`src/hw/lpsf_defines.svh`:
```
// offsets, field positions, reset values and timing counts for the link steering block
// assumes clk runs at 100 MHz and counts out one 40 ns local oscillator period per count unit
`ifndef LPSF_DEFINES_SVH
`define LPSF_DEFINES_SVH

`define LPSF_OFS_STEER 8'h1E
`define LPSF_OFS_METER 8'h1F
`define LPSF_BIT_LINK_A_SEL 0
`define LPSF_BIT_LINK_B_SEL 1
`define LPSF_BIT_SEC_ADDR_EN 2
`define LPSF_STEER_RESET 8'h01
`define LPSF_METER_RESET 8'h00
`define LPSF_SAT_MAX 8'hFF
`define LPSF_OSC_PERIOD_NS 40
`define LPSF_CLK_PERIOD_NS 10
`define LPSF_CYC_PER_COUNT ((`LPSF_OSC_PERIOD_NS + `LPSF_CLK_PERIOD_NS - 1) / `LPSF_CLK_PERIOD_NS)

`endif

```
`src/hw/lpsf_pkg.sv`:
```
// types shared by the link steering block
// assumes nothing beyond the defines header
package lpsf_pkg;
	typedef logic [7:0] lpsf_byte_t;
	typedef logic [6:0] lpsf_addr_t;
	typedef enum logic [0:0] {
		LPSF_METER_IDLE,
		LPSF_METER_COUNT
	} lpsf_meter_e;
endpackage

```
`src/hw/lpsf_pix_sync.sv`:
```
// pixel clock sampler: two-flop synchroniser and rising-edge pulse
// assumes pix_clk_in is an asynchronous level sampled on clk
`timescale 1ns/10ps
module lpsf_pix_sync (
	// clock and reset
	input wire logic clk,
	input wire logic srst,
	// sampled pixel clock
	input wire logic pix_clk_in,
	// one-cycle pulse per rising edge
	output logic pix_edge
);
	logic sync_a;
	logic sync_b;
	logic sync_c;

	// first flop feeds only the second one
	always_ff @(posedge clk) begin
		if (srst) begin
			sync_a <= 1'b0;
			sync_b <= 1'b0;
			sync_c <= 1'b0;
			pix_edge <= 1'b0;
		end else begin
			sync_a <= pix_clk_in;
			sync_b <= sync_a;
			sync_c <= sync_b;
			pix_edge <= sync_b & ~sync_c;
		end
	end
endmodule

```
`src/hw/lpsf_top.sv`:
```
// register steering and pixel clock meter behind decoded serial-bus accesses
// assumes an upstream serial slave presents one-cycle decoded accesses and that
// the external link banks return read data combinationally for acc_reg_addr in the access cycle
`timescale 1ns/10ps
`include "lpsf_defines.svh"
module lpsf_top
	import lpsf_pkg::*;
(
	// clock and reset
	input wire logic clk,
	input wire logic srst,
	// decoded access from the serial slave
	input wire logic acc_valid,
	input wire lpsf_addr_t acc_dev_addr,
	input wire logic acc_write,
	input wire lpsf_byte_t acc_reg_addr,
	input wire lpsf_byte_t acc_wdata,
	input wire lpsf_addr_t base_bus_address,
	// answer to the serial slave
	output logic acc_ack,
	output lpsf_byte_t acc_rdata,
	// link bank ports
	input wire lpsf_byte_t link_a_rdata,
	input wire lpsf_byte_t link_b_rdata,
	output logic bank_a_we,
	output logic bank_b_we,
	output lpsf_byte_t bank_addr,
	output lpsf_byte_t bank_wdata,
	// remote forwarding on the second link
	input wire logic dup_mode,
	input wire logic remote_req_b,
	output logic remote_fwd_b,
	// steering state
	output logic secondary_address_enable,
	output logic link_a_select,
	output logic link_b_select,
	output logic status_link_b,
	// pixel clock meter
	input wire logic pix_clk_in,
	output logic meter_busy
);
	localparam logic [9:0] CYC_PER_COUNT = 10'(`LPSF_CYC_PER_COUNT);
	localparam lpsf_byte_t STEER_RESET = `LPSF_STEER_RESET;

	function automatic logic is_local(input lpsf_byte_t a);
		is_local = (a == `LPSF_OFS_STEER) || (a == `LPSF_OFS_METER);
	endfunction

	logic hit_pri;
	logic hit_sec;
	logic hit;
	logic steer_wr;
	logic meter_wr;
	logic bank_wr;
	logic next_we_a;
	logic next_we_b;
	logic next_rd_b;
	logic pix_edge;
	lpsf_meter_e meter_state;
	logic [9:0] interval_left;
	lpsf_byte_t pix_count;
	lpsf_byte_t meter_result;

	// second address is base plus one
	assign hit_pri = acc_dev_addr == base_bus_address;
	assign hit_sec = secondary_address_enable && (acc_dev_addr == 7'(base_bus_address + 7'h01));
	assign hit = acc_valid && (hit_pri || hit_sec);

	// writes to the two local registers never reach a bank
	assign steer_wr = hit && acc_write && (acc_reg_addr == `LPSF_OFS_STEER);
	assign meter_wr = hit && acc_write && (acc_reg_addr == `LPSF_OFS_METER);
	assign bank_wr = hit && acc_write && !is_local(acc_reg_addr);

	always_comb begin
		next_we_a = 1'b0;
		next_we_b = 1'b0;
		next_rd_b = 1'b0;
		if (hit_sec) begin
			next_we_b = 1'b1;
			next_rd_b = 1'b1;
		end else if (secondary_address_enable) begin
			// selects ignored, primary is link A
			next_we_a = 1'b1;
		end else begin
			next_we_a = link_a_select;
			next_we_b = link_b_select;
			// link A readable only with B clear
			next_rd_b = link_b_select;
		end
	end

	// steering register
	always_ff @(posedge clk) begin
		if (srst) begin
			link_a_select <= STEER_RESET[`LPSF_BIT_LINK_A_SEL];
			link_b_select <= STEER_RESET[`LPSF_BIT_LINK_B_SEL];
			secondary_address_enable <= STEER_RESET[`LPSF_BIT_SEC_ADDR_EN];
		end else if (steer_wr) begin
			link_a_select <= acc_wdata[`LPSF_BIT_LINK_A_SEL];
			link_b_select <= acc_wdata[`LPSF_BIT_LINK_B_SEL];
			secondary_address_enable <= acc_wdata[`LPSF_BIT_SEC_ADDR_EN];
		end
	end

	// bank steering and read answer
	always_ff @(posedge clk) begin
		if (srst) begin
			acc_ack <= 1'b0;
			acc_rdata <= 8'h00;
			bank_a_we <= 1'b0;
			bank_b_we <= 1'b0;
			bank_addr <= 8'h00;
			bank_wdata <= 8'h00;
		end else begin
			// bank data is taken in the access cycle, so banks need no wait
			acc_ack <= hit;
			bank_a_we <= bank_wr && next_we_a;
			bank_b_we <= bank_wr && next_we_b;
			if (hit) begin
				bank_addr <= acc_reg_addr;
				bank_wdata <= acc_wdata;
			end
			if (hit && !acc_write) begin
				// reserved bits 7:3 are not stored and read as zero
				if (acc_reg_addr == `LPSF_OFS_STEER)
					acc_rdata <= {5'h00, secondary_address_enable, link_b_select, link_a_select};
				else if (acc_reg_addr == `LPSF_OFS_METER)
					acc_rdata <= meter_result;
				else if (next_rd_b)
					acc_rdata <= link_b_rdata;
				else
					acc_rdata <= link_a_rdata;
			end
		end
	end

	// gate only: the forwarding path itself sits outside this block
	// duplicate mode needs the secondary enable
	// banked status view follows link B select while the secondary enable is clear
	always_ff @(posedge clk) begin
		if (srst) begin
			remote_fwd_b <= 1'b0;
			status_link_b <= 1'b0;
		end else begin
			remote_fwd_b <= remote_req_b && (!dup_mode || secondary_address_enable);
			status_link_b <= link_b_select && !secondary_address_enable;
		end
	end

	// three flops cost latency but keep metastability off the count
	// pixel clock synchronised into clk
	lpsf_pix_sync u_pix_sync (
		.clk(clk),
		.srst(srst),
		.pix_clk_in(pix_clk_in),
		.pix_edge(pix_edge)
	);

	// pixel clock meter; a new write restarts a running measurement
	always_ff @(posedge clk) begin
		if (srst) begin
			meter_state <= LPSF_METER_IDLE;
			interval_left <= 10'h000;
			pix_count <= 8'h00;
			meter_result <= `LPSF_METER_RESET;
			meter_busy <= 1'b0;
		end else if (meter_wr) begin
			interval_left <= 10'(acc_wdata * CYC_PER_COUNT);
			pix_count <= 8'h00;
			meter_state <= LPSF_METER_COUNT;
			meter_busy <= 1'b1;
		end else begin
			case (meter_state)
				LPSF_METER_IDLE: begin
					meter_busy <= 1'b0;
				end
				LPSF_METER_COUNT: begin
					// a zero length window ends here at once with count 0
					if (interval_left == 10'h000) begin
						meter_result <= pix_count;
						meter_state <= LPSF_METER_IDLE;
						meter_busy <= 1'b0;
					end else begin
						interval_left <= interval_left - 10'h001;
						if (pix_edge && pix_count != `LPSF_SAT_MAX)
							pix_count <= pix_count + 8'h01;
					end
				end
				// unreachable with two states; a safe return to idle
				default: begin
					meter_state <= LPSF_METER_IDLE;
					meter_busy <= 1'b0;
				end
			endcase
		end
	end
endmodule
```
`config.mk`:
```
export PLATFORM = sky130hd
export DESIGN_NAME = lpsf_top
export DESIGN_NICKNAME = d
export VERILOG_FILES = /design/src/hw/lpsf_pkg.sv /design/src/hw/lpsf_pix_sync.sv /design/src/hw/lpsf_top.sv
export VERILOG_INCLUDE_DIRS = /design/src /design/src/hw
export SDC_FILE = /design/constraint.sdc
export NUM_CORES = 1
export LEC_CHECK = 0
export ABC_AREA = 1
export CAP_MARGIN = 20
export CORE_MARGIN = 2
export CORE_UTILIZATION = 48
export CTS_CLUSTER_SIZE = 28
export DETAILED_ROUTE_END_ITERATION = 10
export DONT_BUFFER_PORTS = 1
export PLACE_DENSITY = 0.64
export SETUP_SLACK_MARGIN = 0.3
export SLEW_MARGIN = 10
export SYNTH_ARGS = -nofsm -noshare
export SYNTH_HDL_FRONTEND = slang
export SYNTH_SLANG_ARGS = --single-unit
export TNS_END_PERCENT = 1
```
`constraint.sdc`:
```
create_clock -name clk -period 2 [get_ports clk]
set_clock_uncertainty 0.2 [all_clocks]
set_input_delay 0.3 -clock clk [delete_from_list [all_inputs] [get_ports clk]]
set_output_delay 0.3 -clock clk [all_outputs]
set_load 0.02 [all_outputs]
```
==> metrics <==
DRC viols 0; main flop type after synthesis dfxtp_1; Min Hold Slack -0.188 ns; flop-to-flop setup slack 0.21 ns; FF-to-FF path depth 10; IO Pins 86; Max IR drop VDD slightly above 0.0005 V; Congestion Overflow GR 0; Tightest Pin Transition between 0.3 and 0.4 ns; P per Cell Area 660 mW/mm2; sw frac 22.6%; synth warn 0; largest net degree at the start of global routing 30; drt pass-1 iters 4; Power Internal roughly 0.0021 W; Initial Util between 50% and 60%; H-tree levels 3; GRT Resource Usage Total between 20% and 30%; Net Sw Power ~0.00061 W; GP Congestion roughly 0.8; synth unique cells 33; Area Growth Syn to Fin 27.7%; worst path arrival time approximately 1.9 ns; f_max roughly 560 MHz; max-cap viol count 0; Post-DP HPWL approximately 5.4 mm; first-pass GRT wire length between 10 and 15 mm; Final WS setup 0.211 ns; mean routed wirelength per cell 13.1 um; HP Class input port to flop; Post-CTS Hold Buffers 22; Hold Path Sink interval_left[6]; worst-path maximum fanout 7; asr flop ratio synth 0%; violated checks hold timing; unrepaired setup endpoints after global routing yes; Die X-Extent 85.6 um; CP required between 2 and 2.5 ns; DR iter-0 viols roughly 150; Final Slew Violations 0; Synth Cell Area between 0.003 and 0.004 mm2; die area ~0.0073 mm2; clk buf depth 2; Core ar. 0.00639 mm2; Reg clk slew, reported paths 0.08 ns; register bit total from synthesis 64; CTS tree yes; syn_area_per_cell roughly 6.8 um2; Pleak about 1.9 nW; vias in the first global route just under 3000; share of layout cells above drive strength 1 18.5%; port bufs 0; status complete, but fails checks; Hold Fails Final Rpt 17; die height 85.6 um; combinational power share under 10%; clock latency on the worst-skew pair 0.35 ns; root buf cell clkbuf_8; Clk network pwr share roughly 47%; synthesized netlist cell count approximately 470; CTS buffer count 9; dpl ws -0.0646 ns; end of the worst register-to-register path pix_count[4]; Tmin final between 1.5 and 2 ns; WHS Path Cells 1; Worst Setup End Kind flop; # rows 29; antenna viol nets, final 0; critical hold path startpoint srst; sequential cell area fraction in the yosys report between 40% and 50%; Final setup viols 0; sequential power share between 40% and 50%; slew margin rel. between 70 and 80%; Mapped Nets approximately 530; initial antenna violation count 0; drt total wl ~7.9 mm; Tcrit/Tclk final 89.4%; kind of critical path flop to flop; DR vias/cell between 5 and 6; nets between 500 and 600; Fin Setup TNS 0 ns; Clock Sink Count 64; DR vias around 3100; Antenna Cells 0; CP startpoint kind flop; number of synthesized flops with an enable pin 0; Critical R2R Launch interval_left[3]
-- synth_stat cells, types with 2 or more instances --
cell        n  share of area [%]
a21oi_1    41                6.4
a21oi_2     2               0.55
buf_1       3               0.35
buf_2       3               0.47
buf_6       2               0.70
clkbuf_1    5               0.59
dfxtp_1    64                 40
ha_1        3                1.2
inv_1      58                6.8
nand2_1   112                 13
nand2_2     5               0.98
nand3_1    41                6.4
nand3_2     2               0.63
nand4_1    11                2.2
nor2_1     60                7.0
nor2_2      3               0.59
nor3_1      7                1.1
nor3_2      2               0.63
nor3b_1     2               0.47
o21ai_0    24                3.8
o21ai_1     2               0.31
xnor2_1     6                1.6
xor2_1      5                1.4
-- flip-flops by register name (all words and copies together) (netlist names), 8 cells and up --
register / flops
acc_rdata: 8
bank_addr: 8
bank_wdata: 8
interval_left: 10
meter_result: 8
pix_count: 8
-- worst max-delay path: stages, from the launching register on --
cell,delay [ns]
dfxtp_1,0.36
nor2_1,0.20
nand2_4,0.09
nor2_4,0.13
nand3_2,0.09
nand2_2,0.10
inv_2,0.06
nand2_4,0.11
inv_2,0.05
and3_4,0.15
a211oi_2,0.16
-- how the worst max path moves through the flow --
stage | start | endpoint | slack, ns | depth (start not counted)
global placement | base_bus_address[1] | acc_rdata[6] | -0.03 | 15
finish | interval_left[3] | pix_count[4] | 0.21 | 10
detailed placement | base_bus_address[1] | acc_rdata[5] | -0.06 | 15
floorplan | base_bus_address[1] | meter_busy | -0.002 | 15
global route | interval_left[1] | interval_left[9] | 0.08 | 10
CTS | secondary_address_enable | acc_rdata[5] | 0.25 | 12
-- per-stage QoR --
stage,total power [W],std cells,instance area [um2],hold WS [ns],util [%]
floorplan,0.00141,473,3210,0.173,-
global placement,0.00142,555,3390,0.173,53.1
detailed placement,0.00142,555,3390,0.175,53.1
CTS,0.00272,596,3930,-0.198,61.6
global route,0.00281,606,4080,-0.203,63.9
finish,0.00270,606,4080,-0.188,63.9
-- power groups by stage --
stage	combinational [W]	clock, W	sequential (W)
6_report	0.000143	0.00127	0.00128
5_1_grt	0.000162	0.00136	0.00128
4_1_cts	0.000143	0.00129	0.00129
3_5_place_dp	0.000109	0	0.00132
3_3_place_gp	0.000107	0	0.00132
2_1_floorplan	0.0000937	0	0.00131
-- cells by family after synthesis --
| group | synth area share, % |
|---|---|
| flip-flops | 40.1 |
| buffers and inverters | 9.28 |
| AO/OA/AOI/OAI | 11.9 |
| adder cells (fa/ha/maj) | 1.17 |
| AND/OR/NAND/NOR | 34.6 |
| XOR/XNOR | 3.01 |
-- layout make-up --
| cell class | count | area (um2) |
|---|---|---|
| clock buffer | 10 | 138 |
| clock inverter | 6 | 92.6 |
| fill | 551 | 2300 |
| inverter | 59 | 221 |
| multi-input combinational | 336 | 1750 |
| sequential | 64 | 1290 |
| tap | 77 | 96.3 |
| timing repair buffer | 54 | 488 |
-- cell usage in the layout, fill, tap and decap left out, types with 2 or more instances in the layout --
master           n
a21oi_1         38
a21oi_2          5
buf_4           28
buf_6            2
bufinv_16        2
clkbuf_8        10
clkinv_4         2
clkinvlp_4       2
dfxtp_1         55
dfxtp_2          8
dlygate4sd3_1   22
ha_4             2
inv_1           56
inv_2            3
nand2_1        107
nand2_2          7
nand2_4          4
nand3_1         37
nand3_2          6
nand4_1         11
nor2_1          58
nor2_2           3
nor2_4           2
nor3_1           5
nor3_2           2
nor3_4           2
nor3b_1          2
o21ai_0         23
o21ai_1          3
xnor2_1          6
xor2_1           5
-- repair_timing --
| action | in CTS | in global routing |
|---|---|---|
| endpoints found under the setup margin | 36 | 57 |
| resized for setup | 18 | 26 |
| setup buffers | 3 | 10 |
| endpoints found under the hold margin | 38 | 17 |
| pin swaps | 5 | 15 |
-- metal layers --
layer | track usage (%) | up-vias | wire, um
li1 | - | 1624 | -
met1 | 27.0 | 1388 | 3390
met4 | 9.96 | 0 | 157
met3 | 6.26 | 17 | 640
met5 | 0 | - | 0
met2 | 36.1 | 108 | 3750
Note: power is estimated with default switching activity, not from simulation.
